<file path="src/inc/ddr_port_pkg.sv">
// Shared constants, types and word helpers for the four-lane DDR parallel port
`default_nettype none
package ddr_port_pkg;
    localparam int LANES = 4;
    localparam int WORD_W = 10;
    localparam int DATA_W = 8;
    localparam int KFLAG_BIT = 8;
    localparam int ERR_BIT = 9;
    localparam int LANE_A = 0;
    localparam int CLK_PERIOD_NS = 10;
    localparam int LINK_HALF_NS = 40;
    // Half link period, rounded down so the link never runs slower than specified
    localparam int LINK_HALF_CYC = LINK_HALF_NS / CLK_PERIOD_NS;
    // Data moves midway between clock edges to give the far end setup and hold
    localparam int DATA_SLOT_CYC = LINK_HALF_CYC / 2;
    localparam int CNT_W = 3;
    localparam logic [CNT_W-1:0] CNT_LAST = CNT_W'(LINK_HALF_CYC - 1);
    localparam logic [CNT_W-1:0] CNT_DATA = CNT_W'(DATA_SLOT_CYC - 1);
    localparam logic [CNT_W-1:0] CNT_RESET = 3'h0;
    localparam int FIFO_DEPTH = 4;
    localparam int RX_ENTRY_W = WORD_W + 2;
    localparam logic [WORD_W-1:0] IDLE_WORD = 10'h000;
    localparam logic [WORD_W-1:0] WORD_RESET = 10'h000;

    typedef logic [WORD_W-1:0] word_t;
    typedef logic [LANES-1:0][WORD_W-1:0] lane_words_t;

    // Transmit view: in codec mode bit 9 carries no meaning and is forced low
    function automatic word_t tx_view(input logic codecOn, input word_t raw);
        tx_view = codecOn ? {1'b0, raw[KFLAG_BIT], raw[DATA_W-1:0]} : raw;
    endfunction

    // Receive view: raw character, or byte with K flag on bit 8 and error on bit 9
    function automatic word_t rx_view(input logic codecOn,
                                      input logic [RX_ENTRY_W-1:0] entry);
        rx_view = codecOn ? {entry[WORD_W+1], entry[WORD_W], entry[DATA_W-1:0]}
                          : entry[WORD_W-1:0];
    endfunction
endpackage
`default_nettype wire

</file>
<file path="src/inc/ddr_port_if.sv">
// Pin-level carrier between the transceiver end and the controller end
`default_nettype none
interface ddr_port_if;
    logic [ddr_port_pkg::LANES-1:0] txClk;
    ddr_port_pkg::lane_words_t txWord;
    logic [ddr_port_pkg::LANES-1:0] rxClk;
    ddr_port_pkg::lane_words_t rxWord;
    logic laneSyncEnable;
    logic codecEnablePin;

    modport device (
        input txClk,
        input txWord,
        input laneSyncEnable,
        input codecEnablePin,
        output rxClk,
        output rxWord
    );
    modport ctrl (
        output txClk,
        output txWord,
        output laneSyncEnable,
        output codecEnablePin,
        input rxClk,
        input rxWord
    );
endinterface
`default_nettype wire

</file>
<file path="src/core/word_fifo.sv">
// Small synchronous FIFO with valid/ready on both sides
`default_nettype none
module word_fifo #(
    parameter int WIDTH = 12,
    parameter int DEPTH = 4
) (
    input wire logic clk,
    input wire logic sys_rst,
    input wire logic [WIDTH-1:0] inData,
    input wire logic inValid,
    output logic inReady,
    output logic [WIDTH-1:0] outData,
    output logic outValid,
    input wire logic outReady
);
    localparam int PTR_W = (DEPTH > 1) ? $clog2(DEPTH) : 1;
    localparam int CNT_W = $clog2(DEPTH + 1);

    logic [WIDTH-1:0] mem [DEPTH];
    logic [PTR_W-1:0] wrPtr_q;
    logic [PTR_W-1:0] rdPtr_q;
    logic [CNT_W-1:0] count_q;

    wire push = inValid && inReady;
    wire pop = outValid && outReady;
    wire wrWrap = (wrPtr_q == PTR_W'(DEPTH - 1));
    wire rdWrap = (rdPtr_q == PTR_W'(DEPTH - 1));

    assign inReady = (count_q != CNT_W'(DEPTH));
    assign outValid = (count_q != '0);
    assign outData = mem[rdPtr_q];

    always_ff @(posedge clk) begin
        if (push) begin
            mem[wrPtr_q] <= inData;
        end
    end

    always_ff @(posedge clk) begin
        if (sys_rst) begin
            wrPtr_q <= '0;
            rdPtr_q <= '0;
            count_q <= '0;
        end else begin
            if (push) begin
                wrPtr_q <= wrWrap ? '0 : wrPtr_q + PTR_W'(1);
            end
            if (pop) begin
                rdPtr_q <= rdWrap ? '0 : rdPtr_q + PTR_W'(1);
            end
            if (push && !pop) begin
                count_q <= count_q + CNT_W'(1);
            end else if (pop && !push) begin
                count_q <= count_q - CNT_W'(1);
            end
        end
    end
endmodule // word_fifo
`default_nettype wire

</file>
<file path="src/core/lane_device_end.sv">
// Transceiver end of the four-lane DDR parallel port
`default_nettype none
module lane_device_end (
    input wire logic clk,
    input wire logic sys_rst,
    ddr_port_if.device link,
    input wire logic codecEnableCfg,
    input wire ddr_port_pkg::lane_words_t rxUserWord,
    input wire logic [ddr_port_pkg::LANES-1:0] rxUserK,
    input wire logic [ddr_port_pkg::LANES-1:0] rxUserErr,
    input wire logic [ddr_port_pkg::LANES-1:0] rxUserValid,
    output logic [ddr_port_pkg::LANES-1:0] rxUserReady,
    output ddr_port_pkg::lane_words_t txUserWord,
    output logic [ddr_port_pkg::LANES-1:0] txUserValid,
    output logic codecActive,
    output logic laneSyncActive
);
    localparam int L = ddr_port_pkg::LANES;
    localparam int EW = ddr_port_pkg::RX_ENTRY_W;

    // Pin synchronisers; first stages feed only second stages
    logic [L-1:0] txClkS1_q;
    logic [L-1:0] txClkS2_q;
    logic [L-1:0] txClkS3_q;
    ddr_port_pkg::lane_words_t txWordS1_q;
    ddr_port_pkg::lane_words_t txWordS2_q;
    logic laneSyncS1_q;
    logic laneSyncS2_q;
    logic codecPinS1_q;
    logic codecPinS2_q;

    always_ff @(posedge clk) begin
        if (sys_rst) begin
            txClkS1_q <= '0;
            txClkS2_q <= '0;
            txClkS3_q <= '0;
            txWordS1_q <= '0;
            txWordS2_q <= '0;
            laneSyncS1_q <= 1'b0;
            laneSyncS2_q <= 1'b0;
            codecPinS1_q <= 1'b0;
            codecPinS2_q <= 1'b0;
        end else begin
            txClkS1_q <= link.txClk;
            txClkS2_q <= txClkS1_q;
            txClkS3_q <= txClkS2_q;
            txWordS1_q <= link.txWord;
            txWordS2_q <= txWordS1_q;
            laneSyncS1_q <= link.laneSyncEnable;
            laneSyncS2_q <= laneSyncS1_q;
            codecPinS1_q <= link.codecEnablePin;
            codecPinS2_q <= codecPinS1_q;
        end
    end

    // Clock and data share the same two-stage delay, so their alignment is kept
    wire [L-1:0] txEdge = txClkS2_q ^ txClkS3_q;
    wire codecOn = codecPinS2_q && codecEnableCfg;
    wire syncOn = laneSyncS2_q;

    // Transmit capture: lane A always on its own clock, others selectable
    logic [L-1:0] capEdge;
    ddr_port_pkg::lane_words_t capWord;

    always_comb begin
        for (int i = 0; i < L; i++) begin
            capEdge[i] = (syncOn && i != ddr_port_pkg::LANE_A)
                       ? txEdge[ddr_port_pkg::LANE_A]
                       : txEdge[i];
            // Raw ten bits in codec-off mode, byte plus K request otherwise
            capWord[i] = ddr_port_pkg::tx_view(codecOn, txWordS2_q[i]);
        end
    end

    always_ff @(posedge clk) begin
        if (sys_rst) begin
            txUserWord <= '0;
            txUserValid <= '0;
        end else begin
            txUserValid <= capEdge;
            for (int i = 0; i < L; i++) begin
                if (capEdge[i]) begin
                    txUserWord[i] <= capWord[i];
                end
            end
        end
    end

    always_ff @(posedge clk) begin
        if (sys_rst) begin
            codecActive <= 1'b0;
            laneSyncActive <= 1'b0;
        end else begin
            codecActive <= codecOn;
            laneSyncActive <= syncOn;
        end
    end

    // Receive clock: one divider serves every lane, so lanes stay edge aligned
    logic [ddr_port_pkg::CNT_W-1:0] divCnt_q;
    logic rxGen_q;

    wire divLast = (divCnt_q == ddr_port_pkg::CNT_LAST);
    wire dataSlot = (divCnt_q == ddr_port_pkg::CNT_DATA);
    wire rxGen_d = divLast ? ~rxGen_q : rxGen_q;

    always_ff @(posedge clk) begin
        if (sys_rst) begin
            divCnt_q <= ddr_port_pkg::CNT_RESET;
            rxGen_q <= 1'b0;
        end else begin
            divCnt_q <= divLast ? ddr_port_pkg::CNT_RESET
                                : divCnt_q + ddr_port_pkg::CNT_W'(1);
            rxGen_q <= rxGen_d;
        end
    end

    // Lanes B-D clocks are parked low under sync; the far end must use lane A
    always_ff @(posedge clk) begin
        if (sys_rst) begin
            link.rxClk <= '0;
        end else begin
            for (int i = 0; i < L; i++) begin
                link.rxClk[i] <= (syncOn && i != ddr_port_pkg::LANE_A)
                               ? 1'b0 : rxGen_d;
            end
        end
    end

    // Receive buffering: user pushes, each link half period pops one word
    logic [L-1:0] fifoOutValid;
    logic [L-1:0][EW-1:0] fifoOutData;

    for (genvar g = 0; g < L; g++) begin : g_rx_fifo
        word_fifo #(
            .WIDTH(EW),
            .DEPTH(ddr_port_pkg::FIFO_DEPTH)
        ) u_fifo (
            .clk(clk),
            .sys_rst(sys_rst),
            .inData({rxUserErr[g], rxUserK[g], rxUserWord[g]}),
            .inValid(rxUserValid[g]),
            .inReady(rxUserReady[g]),
            .outData(fifoOutData[g]),
            .outValid(fifoOutValid[g]),
            .outReady(dataSlot)
        );
    end

    // One word per receive edge; an empty buffer sends the idle word
    always_ff @(posedge clk) begin
        if (sys_rst) begin
            link.rxWord <= '0;
        end else if (dataSlot) begin
            for (int i = 0; i < L; i++) begin
                link.rxWord[i] <= fifoOutValid[i]
                    ? ddr_port_pkg::rx_view(codecOn, fifoOutData[i])
                    : ddr_port_pkg::IDLE_WORD;
            end
        end
    end
endmodule // lane_device_end
`default_nettype wire

</file>
<file path="src/flat_wrapper.sv">
// flat-port wrapper written by rule: the top's interface ports become plain ports
module lane_device_end_flat 
  (clk, sys_rst, codecEnableCfg, rxUserWord, rxUserK, rxUserErr, rxUserValid, rxUserReady, txUserWord, txUserValid, codecActive, laneSyncActive, link_txClk, link_txWord, link_laneSyncEnable, link_codecEnablePin, link_rxClk, link_rxWord);
  ddr_port_if link_i ();
  input wire logic clk;
  input wire logic sys_rst;
  input wire logic codecEnableCfg;
  input wire ddr_port_pkg::lane_words_t rxUserWord;
  input wire logic [ddr_port_pkg::LANES-1:0] rxUserK;
  input wire logic [ddr_port_pkg::LANES-1:0] rxUserErr;
  input wire logic [ddr_port_pkg::LANES-1:0] rxUserValid;
  output logic [ddr_port_pkg::LANES-1:0] rxUserReady;
  output ddr_port_pkg::lane_words_t txUserWord;
  output logic [ddr_port_pkg::LANES-1:0] txUserValid;
  output logic codecActive;
  output logic laneSyncActive;
  input wire logic [$bits(link_i.txClk)-1:0] link_txClk;
  input wire logic [$bits(link_i.txWord)-1:0] link_txWord;
  input wire logic [$bits(link_i.laneSyncEnable)-1:0] link_laneSyncEnable;
  input wire logic [$bits(link_i.codecEnablePin)-1:0] link_codecEnablePin;
  output wire logic [$bits(link_i.rxClk)-1:0] link_rxClk;
  output wire logic [$bits(link_i.rxWord)-1:0] link_rxWord;
  assign link_i.txClk = link_txClk;
  assign link_i.txWord = link_txWord;
  assign link_i.laneSyncEnable = link_laneSyncEnable;
  assign link_i.codecEnablePin = link_codecEnablePin;
  assign link_rxClk = link_i.rxClk;
  assign link_rxWord = link_i.rxWord;
  lane_device_end u_core (.clk(clk), .sys_rst(sys_rst), .link(link_i), .codecEnableCfg(codecEnableCfg), .rxUserWord(rxUserWord), .rxUserK(rxUserK), .rxUserErr(rxUserErr), .rxUserValid(rxUserValid), .rxUserReady(rxUserReady), .txUserWord(txUserWord), .txUserValid(txUserValid), .codecActive(codecActive), .laneSyncActive(laneSyncActive));
endmodule
</file>
<file path="config.mk">
export PLATFORM = sky130hd
export DESIGN_NAME = lane_device_end_flat
export DESIGN_NICKNAME = d
export VERILOG_FILES = /design/src/inc/ddr_port_pkg.sv /design/src/inc/ddr_port_if.sv /design/src/core/word_fifo.sv /design/src/core/lane_device_end.sv /design/src/flat_wrapper.sv
export SDC_FILE = /design/constraint.sdc
export NUM_CORES = 1
export LEC_CHECK = 0
export BUFFER_PORTS_ARGS = -buffer_cell sky130_fd_sc_hd__buf_4
export CORE_ASPECT_RATIO = 0.75
export CORE_UTILIZATION = 48
export DETAILED_ROUTE_END_ITERATION = 12
export PLACE_DENSITY = 0.8
export SYNTH_ARGS = -nofsm -noshare
export SYNTH_HDL_FRONTEND = slang
export SYNTH_SLANG_ARGS = --single-unit
</file>
<file path="constraint.sdc">
create_clock -name clk -period 2.1 [get_ports clk]
set_input_delay 0.63 -clock clk [delete_from_list [all_inputs] [get_ports clk]]
set_output_delay 0.63 -clock clk [all_outputs]
set_load 0.02 [all_outputs]
</file>
==> run_results.csv, run 1 <==
group,metric,value,unit
setup_path,critical_path.startpoint,"u_core.g_rx_fifo[2].u_fifo.count_q[0]$_SDFFE_PP0P_",
cts,insertion_delay,0.54,ns
yosys,yosysWarnings,0,
die,rows,55,
yosys,syn_inst,1020,
place,gp_congestion,0.760,
drt,drt_iter0_markers,342,
timing,fin_hold_ws,0.299,ns
yosys,yosysSeqAreaShare,69.4,%
setup_path,reg2reg_from,"u_core.divCnt_q[1]$_SDFF_PP0_",
drt,routedWlPerCell,17.0,µm
timing,rsz0062_at_grt,"true",
setup_path,end_kind,"primary output",
timing,worst_slack,-0.0200,ns
setup_path,path_class,"reg -> out",
drt,drcViolationCount,0,
global_route,grt_pass1_vias,8620,
cts,cts_tree,"done",
yosys,synth_top_area_share,39.1,%
global_route,antenna_found_initial,0,
die,fp.dieH,154,µm
power,p_leak,7.06,nW
die,pin_count,195,
die,dieArea,31400,µm²
cts,cts_made_buffers,40,
drt,routed_via_density,5.03,
yosys,yosysTopAreaCell,"edfxtp_1",
timing,clock.fmax,0.472,GHz
yosys,syn-cell-area,14700,µm²
drt,wirelength,28700,µm
final_layout,fin_cells,1690,
hold_path,hp-class,"in -> reg",
run_status,status,"complete, but fails checks",
drt,ant_nets,0,
final_layout,drive_above_1_share,32.5,%
setup_path,crit_path_start_kind,"flip-flop",
setup_path,reg2reg_slack,0.03,ns
yosys,yosysUniqueCellTypes,32,
die,start_util,48.8,%
yosys,synth-seq-cells,415,
setup_path,r2r_end,"u_core.g_rx_fifo[3].u_fifo.count_q[2]$_SDFFE_PP0P_",
place,pre_cts_ws,-0.0676,ns
place,dpl.hpwl,18500,µm
die,fp.coreArea,30200,µm²
global_route,grt_overflow,0,
place,placed_cells,1602,
timing,slew_headroom,37.8,%
drt,vias,8493,
timing,fin_crit,2.12,ns
power,p_per_area,1130,nW/µm²
timing,fin_setup_tns,-0.0200,ns
flow_run,max_cap_violations,0,
cts,clkTransAtPathRegs,0.06,ns
timing,period_share,101,%
yosys,syn_area_per_cell,14.5,µm²
timing,skew,0.0129,ns
yosys,ys.flop_type,"dfxtp_1",
final_layout,nNetsFinal,1393,
yosys,async_reset_ff_share,0,%
cts,clock_sinks,415,
run_status,violations,"setup timing",
setup_path,cp_max_fo,2,
final_layout,n_antenna_cell,0,
timing,drv_slew,0,
yosys,synth_edf_count,192,
setup_path,cp.arrival,1.49,ns
final_layout,syn2layout_area_growth,25.1,%
yosys,syn_nets,1152,
cts,cts_root_buffer,"clkbuf_16",
hold_path,hold_depth,1,
power,vdd_drop_max,0.699,mV
global_route,grt_pass1_wl,45300,µm
global_route,grt_usage,18.5,%
setup_path,reg2reg_depth,12,
yosys,synth_area_leaders,"edfxtp_1, dfxtp_1, mux4_2",
setup_path,worstPathRequired,1.47,ns
place,io_buffers,194,
drt,first_pass_iters,4,
timing,worst_pin_slew,0.929,ns
setup_path,crit_path_end,"rxUserReady[2]",
power,p_total,20.8,mW
die,dieWidth,204,µm
global_route,grt_start_max_net_pins,67,
cts,h-tree-depth,2,
cts,clk_path_buf_depth,3,
timing,setup_viol,1,
timing,hold_viol_final,0,
## metal layers
layer	track usage, %	up-vias	share of wire (%)
met5	0	-	0
met4	5.69	0	1.8
met3	5.74	41	7.8
met2	29.6	227	47
met1	24.1	4134	44
li1	-	4091	-
## state kept, by name (all words and copies together), names as in the netlist, 2 cells and up, named ones only
| signal | count |
|---|---|
| u_core.link.rxClk | 2 |
| u_core.txWordS2_q | 40 |
| u_core.g_rx_fifo.u_fifo.count_q | 12 |
| u_core.txUserWord | 40 |
| u_core.link.rxWord | 40 |
| u_core.txWordS1_q | 40 |
| u_core.txUserValid | 4 |
| u_core.txClkS3_q | 4 |
| u_core.divCnt_q | 3 |
| u_core.txClkS1_q | 4 |
| u_core.g_rx_fifo.u_fifo.wrPtr_q | 8 |
| u_core.txClkS2_q | 4 |
| u_core.g_rx_fifo.u_fifo.mem | 192 |
| u_core.g_rx_fifo.u_fifo.rdPtr_q | 8 |
## power by group
part,switching (mW),internal (mW)
registers,0.322,9.29
clock network,2.99,4.19
logic,2.00,1.97
total,5.31,15.5
## cell usage in the layout, fill, tap and decap left out, types with 12 or more instances in the layout
cell and instances:
mux4_2 40, buf_4 252, nor2b_1 100, clkbuf_16 45, inv_1 12, ha_1 22, mux2i_1 51, nand2_1 55
and3_1 16, a22oi_1 32, edfxtp_1 192, dfxtp_1 209, nor2_1 78, nand3_1 18, a21oi_1 27
## how the worst min path moves through the flow
| stage | startpoint | end | slack [ns] |
|---|---|---|---|
| after global routing | rxUserWord[9] | u_core.g_rx_fifo[0].u_fifo.mem[3][9]$_DFFE_PP_ | 0.27 |
| after floorplan | u_core.codecPinS1_q$_SDFF_PP0_ | u_core.codecPinS2_q$_SDFF_PP0_ | 0.41 |
| after CTS | rxUserWord[7] | u_core.g_rx_fifo[0].u_fifo.mem[2][7]$_DFFE_PP_ | 0.26 |
| after detailed placement | u_core.txClkS1_q[0]$_SDFF_PP0_ | u_core.txClkS2_q[0]$_SDFF_PP0_ | 0.42 |
| final | rxUserWord[13] | u_core.g_rx_fifo[1].u_fifo.mem[1][3]$_DFFE_PP_ | 0.30 |
| after global placement | u_core.txWordS1_q[5]$_SDFF_PP0_ | u_core.txWordS2_q[5]$_SDFF_PP0_ | 0.42 |
## metrics by stage
| step | area [µm²] | util [%] |
|---|---|---|
| after CTS | 18400 | 60.8 |
| after floorplan | 14800 | - |
| after global routing | 18400 | 61.1 |
| after detailed placement | 16800 | 55.8 |
| after global placement | 16800 | 55.8 |
| final | 18400 | 61.1 |
## kinds of logic (layout without fill, tap and decap cells)
family	count (synthesis)	count (layout)	share of synthesized area [%]
and+or+nand+nor	303	303	10.4
buffers and inverters	85	356	3.07
AOI/OAI and AO/OA	78	78	3.40
muxes	94	94	10.0
adders and majority gates	31	31	2.84
xor gates and xnor gates	14	14	0.883
DFF	415	415	69.4
## layout make-up
| class | count | area (µm²) |
|---|---|---|
| Clock inverter | 17 | 125 |
| Timing Repair Buffer | 262 | 2040 |
| Clock buffer | 55 | 1210 |
| Tap cell | 399 | 499 |
| Multi-Input combinational cell | 520 | 4230 |
| Sequential cell | 415 | 10300 |
| Fill cell | 2235 | 11800 |
| Inverter | 22 | 82.6 |
## what timing repair did
action                                  CTS  global route
pin swaps                                 4            12
endpoints found under the setup margin    7             9
gates resized for setup                  31            15
setup buffers                            13             6
hold buffers                              0             0
hold endpoints to repair                  0             0
## critical path: stages, from the launching register on
cell and delay (ns):
dfxtp_4 0.34, or3b_4 0.37, buf_6 0.13, buf_6 0.12
## synth_stat cells (all sizes together), types with 22 or more instances
cell and number:
a21oi 30, a22oi 32, buf 33, clkbuf 30, dfxtp 223, edfxtp 192, ha 27, inv 22
mux2i 54, mux4 40, nand2 56, nor2 82, nor2b 100
No activity file was read; power rests on OpenSTA's default activity.
==> inputs of run 2 (changes only) <==
- CELL_PAD_IN_SITES_DETAIL_PLACEMENT: not set -> 1
- CELL_PAD_IN_SITES_GLOBAL_PLACEMENT: not set -> 2
- CORE_UTILIZATION: 48 -> 36
- PLACE_DENSITY: 0.8 -> 0.83
==> run_results.csv, run 2 (same netlist as run 1, synthesis figures left out) <==
group,metric,value,unit
run_status,status,"complete, but fails checks",
run_status,violations,"setup timing",
die,pin_count,195,
setup_path,cp_max_fo,4,
global_route,grtUsageMet1,19.4,%
die,dieWidth,236,µm
timing,worst_slack,-0.0146,ns
drt,routedWlPerCell,17.8,µm
setup_path,crit_path_end,"u_core.g_rx_fifo[1].u_fifo.count_q[2]$_SDFFE_PP0P_",
timing,skew,0.00751,ns
timing,period_share,101,%
final_layout,syn2layout_area_growth,26.9,%
cts,clkTransAtPathRegs,0.06,ns
final_layout,fill_cells,4018,
die,rows,63,
timing,rsz0062_at_grt,"true",
drt,vias,8660,
power,p_leak,7.11,nW
power,p_per_area,1120,nW/µm²
setup_path,worstPathRequired,2.57,ns
timing,drv_slew,0,
hold_path,hp-class,"in -> reg",
setup_path,reg2reg_slack,-0.01,ns
setup_path,r2r_end,"u_core.g_rx_fifo[1].u_fifo.count_q[2]$_SDFFE_PP0P_",
global_route,grt_pass1_wl,51300,µm
timing,fin_setup_tns,-0.0215,ns
setup_path,critical_path.startpoint,"u_core.g_rx_fifo[1].u_fifo.count_q[0]$_SDFFE_PP0P_",
flow_run,max_cap_violations,0,
die,fp.coreArea,40000,µm²
final_layout,mostFrequentLayoutCells,"buf_4, dfxtp_1, edfxtp_1, nor2b_1, nor2_1",
place,io_buffers,194,
setup_path,cp.arrival,2.58,ns
power,vdd_drop_max,0.531,mV
global_route,grtUsageMet3,5.24,%
drt,drt_iter0_markers,327,
final_layout,area.sequential,10300,µm²
global_route,grt_pass1_vias,9348,
cts,cts_root_buffer,"clkbuf_16",
drt,routed_via_density,4.74,
timing,fin_crit,2.11,ns
final_layout,multi_input_area,4230,µm²
final_layout,drive_above_1_share,33.1,%
final_layout,final_util,46.8,%
cts,cts_tree,"done",
die,dieArea,41800,µm²
final_layout,largest_reg_flops,192,
timing,fin_hold_ws,0.292,ns
cts,clk_path_buf_depth,3,
setup_path,reg2reg_from,"u_core.g_rx_fifo[1].u_fifo.count_q[0]$_SDFFE_PP0P_",
drt,wirelength,32500,µm
setup_path,reg2reg_depth,9,
place,pre_cts_ws,-0.0665,ns
global_route,grt_start_max_net_pins,97,
cts,clock_sinks,415,
timing,worst_pin_slew,0.617,ns
drt,drcViolationCount,0,
timing,slew_headroom,58.0,%
die,start_util,36.9,%
die,fp.dieH,177,µm
timing,setup_viol,3,
cts,cts_made_buffers,41,
final_layout,top_register,"u_core.g_rx_fifo.u_fifo.mem",
cts,h-tree-depth,2,
cts,insertion_delay,0.54,ns
global_route,grt_overflow,0,
global_route,antenna_found_initial,1,
global_route,grt.busiest_layer,"met2",
timing,clock.fmax,0.473,GHz
drt,first_pass_iters,4,
setup_path,crit_path_start_kind,"flip-flop",
place,dpl.hpwl,21100,µm
global_route,use_met2,26.0,%
setup_path,path_class,"reg -> reg",
hold_path,min_from,"rxUserWord[4]",
setup_path,end_kind,"flip-flop",
timing,hold_viol_final,0,
place,gp_congestion,0.702,
final_layout,layout_commonest_cell,"buf_4",
global_route,grt_usage,15.7,%
drt,ant_nets,0,
final_layout,nNetsFinal,1406,
## run 2: cell types whose count changed in the layout (fill, tap and decap cells not counted), sizes merged
cell      change
buf          +12
bufinv        +1
clkbuf        +2
clkinv        +1
clkinvlp      +2
diode         +1
inv           -2
## run 2: worst max-delay path, stage by stage, from the launching register on
cell     delay, ns
dfxtp_4       0.36
or3b_4        0.43
nand2_2       0.11
inv_1         0.08
ha_4          0.17
buf_4         0.12
buf_4         0.14
xor2_2        0.18
or3_1         0.32
a21oi_2       0.13
## run 2: how the worst min path moves through the flow
stage / to / cells after the start
after floorplan: u_core.codecPinS2_q$_SDFF_PP0_ / 1
after global placement: u_core.txWordS2_q[5]$_SDFF_PP0_ / 1
after detailed placement: u_core.txWordS2_q[1]$_SDFF_PP0_ / 1
after CTS: u_core.g_rx_fifo[1].u_fifo.mem[3][3]$_DFFE_PP_ / 1
after global routing: u_core.g_rx_fifo[0].u_fifo.mem[3][2]$_DFFE_PP_ / 1
final: u_core.g_rx_fifo[0].u_fifo.mem[2][4]$_DFFE_PP_ / 1
## run 2: per-stage QoR
stage	instances	total power, mW	instance area, µm²
finish	1828	21.0	18700
detailed placement	1731	13.4	17100
global route	1827	22.1	18700
CTS	1820	21.1	18600
floorplan	1020	12.1	14800
global placement	1731	13.2	17100
## run 2: power by group
part / internal, mW / total, mW / switching (mW)
combinational: 2.04 / 4.12 / 2.08
clock: 4.16 / 7.22 / 3.06
sequential: 9.30 / 9.65 / 0.353
## run 2: layout make-up
type | count | share of cell area, %
Sequential cell | 415 | 54.9
Clock inverter | 19 | 0.829
Multi-Input combinational cell | 520 | 22.6
Clock buffer | 57 | 6.25
Tap cell | 520 | 3.48
Inverter | 22 | 0.441
Antenna cell | 1 | 0.0134
Timing Repair Buffer | 274 | 11.5
## run 2: repair_timing
item / CTS / global route
gates resized for setup: 42 / 9
hold buffers: 0 / 0
endpoints found under the setup margin: 9 / 8
setup buffers: 17 / 7
pin swaps: 12 / 12
## run 2: layer usage
metal	share of wire, %	wire, µm
met5	0	0
met4	2.1	693
met3	7.6	2460
met2	48	15400
met1	43	13900
==> inputs of run 3 (changes only) <==
- MAX_ROUTING_LAYER: not set -> met4
- PLACE_DENSITY: 0.83 -> not set
- PLACE_DENSITY_LB_ADDON: not set -> 0.1
==> run_results.csv, run 3 (same netlist as run 1, synthesis figures left out) <==
group,metric,value,unit
run_status,status,"complete, but fails checks",
run_status,violations,"setup timing",
final_layout,mostFrequentLayoutCells,"buf_4, dfxtp_1, edfxtp_1, nor2b_1, nor2_1",
timing,setup_viol,2,
setup_path,path_cells,"or3b_4 > buf_6 > buf_6",
die,rows,63,
final_layout,syn2layout_area_growth,27.8,%
cts,clock_sinks,415,
cts,cts_hold_buf,0,
global_route,grtUsageMet3,4.68,%
drt,wirelength,32400,µm
cts,insertion_delay,0.54,ns
final_layout,nNetsFinal,1414,
drt,drcViolationCount,0,
timing,clock.fmax,0.461,GHz
global_route,grt_overflow,0,
cts,clkTransAtPathRegs,0.06,ns
place,io_buffers,194,
cts,cts_made_buffers,43,
flow_run,max_cap_violations,0,
die,dieArea,41800,µm²
timing,drv_slew,0,
hold_path,hold_depth,1,
final_layout,final_util,47.2,%
drt,routed_via_density,4.69,
timing,fin_crit,2.17,ns
place,gp_congestion,0.725,
global_route,grt_pass1_vias,8984,
die,fp.dieH,177,µm
setup_path,cp.depth,3,
setup_path,crit_buf_inv,2,
timing,fin_hold_ws,0.287,ns
final_layout,drive_above_1_share,33.0,%
setup_path,slowest_delay,0.38,ns
timing,period_share,103,%
setup_path,end_kind,"primary output",
cts,cts_root_buffer,"clkbuf_16",
global_route,grt_pass1_wl,50900,µm
timing,rsz0062_at_grt,"true",
setup_path,slowest_stage,"or3b_4",
drt,ant_nets,0,
timing,worst_pin_slew,0.610,ns
power,vdd_drop_max,0.637,mV
global_route,antenna_found_initial,0,
die,dieWidth,236,µm
place,dpl_cell_area,17200,µm²
drt,routedWlPerCell,17.7,µm
timing,worst_slack,-0.0693,ns
place,placed_cells,1741,
global_route,grt.busiest_layer,"met2",
final_layout,fin_cells,1836,
drt,first_pass_iters,6,
setup_path,cp.arrival,1.54,ns
power,p_per_area,1140,nW/µm²
die,start_util,36.9,%
hold_path,hp-class,"in -> reg",
die,fp.coreArea,40000,µm²
timing,skew,0.00842,ns
final_layout,largest_reg_flops,192,
cts,h-tree-depth,2,
setup_path,worst_path_dominant_cell_family,"simple AND/OR/NAND/NOR gates",
global_route,grt_start_max_net_pins,72,
timing,fin_setup_tns,-0.108,ns
power,p_leak,7.20,nW
global_route,grt_usage,16.1,%
setup_path,reg2reg_depth,12,
die,pin_count,195,
cts,clk_path_buf_depth,3,
cts,cts_tree,"done",
final_layout,n_antenna_cell,0,
final_layout,top_register,"u_core.g_rx_fifo.u_fifo.mem",
global_route,grtUsageMet1,20.4,%
timing,hold_viol_final,0,
drt,vias,8603,
place,dpl.hpwl,21500,µm
global_route,use_met2,25.3,%
final_layout,layout_commonest_cell,"buf_4",
setup_path,crit_path_start_kind,"flip-flop",
setup_path,path_class,"reg -> out",
setup_path,critPathMostFrequentCell,"buf_6",
setup_path,worstPathRequired,1.47,ns
timing,slew_headroom,58.5,%
drt,drt_iter0_markers,311,
final_layout,final_area,18800,µm²
setup_path,cp_max_fo,4,
run 3: report_power, final:
group / switching (mW) / total [mW] / internal (mW)
clock: 3.08 / 7.59 / 4.51
sequential: 0.350 / 9.64 / 9.29
combinational: 2.08 / 4.20 / 2.13
run 3: final timing paths:
check	from	endpoint	slack (ns)
setup reg to reg	u_core.divCnt_q[1]$_SDFF_PP0_	u_core.g_rx_fifo[1].u_fifo.count_q[2]$_SDFFE_PP0P_	0.07
hold / removal	rxUserWord[35]	u_core.g_rx_fifo[3].u_fifo.mem[1][5]$_DFFE_PP_	0.29
hold reg to reg	u_core.txWordS1_q[6]$_SDFF_PP0_	u_core.txWordS2_q[6]$_SDFF_PP0_	0.43
setup / recovery	u_core.g_rx_fifo[0].u_fifo.count_q[1]$_SDFFE_PP0P_	rxUserReady[0]	-0.07
run 3: metrics by stage:
step                worst slack, ns  power, mW
detailed placement          -0.0647       13.6
CTS                         -0.0921       21.6
finish                      -0.0693       21.4
global route                 -0.116       22.5
floorplan                   -0.0316       12.1
global placement            -0.0406       13.5
run 3: routing by layer:
layer | routed length (µm) | part of all wire [%] | vias up
met1 | 14600 | 45 | 4251
met5 | 0 | 0 | -
met3 | 2040 | 6.3 | 49
met4 | 648 | 2.0 | 0
li1 | - | - | 4138
met2 | 15100 | 47 | 165
run 3: what timing repair did:
action | 4_1_cts | 5_1_grt
buffers inserted | 12 | 6
gates resized for setup | 34 | 10
hold endpoints to repair | 0 | 0
pin swaps | 1 | 6
endpoints found under the setup margin | 8 | 8
run 3: layout make-up:
| type | count | area [µm²] |
|---|---|---|
| clock buffers | 63 | 1250 |
| well taps | 520 | 651 |
| repair buffers | 280 | 2220 |
| clock inverters | 16 | 156 |
| fillers | 4004 | 21100 |
| flip-flops and latches | 415 | 10300 |
| inverters | 22 | 82.6 |
| multi-input cells | 520 | 4220 |
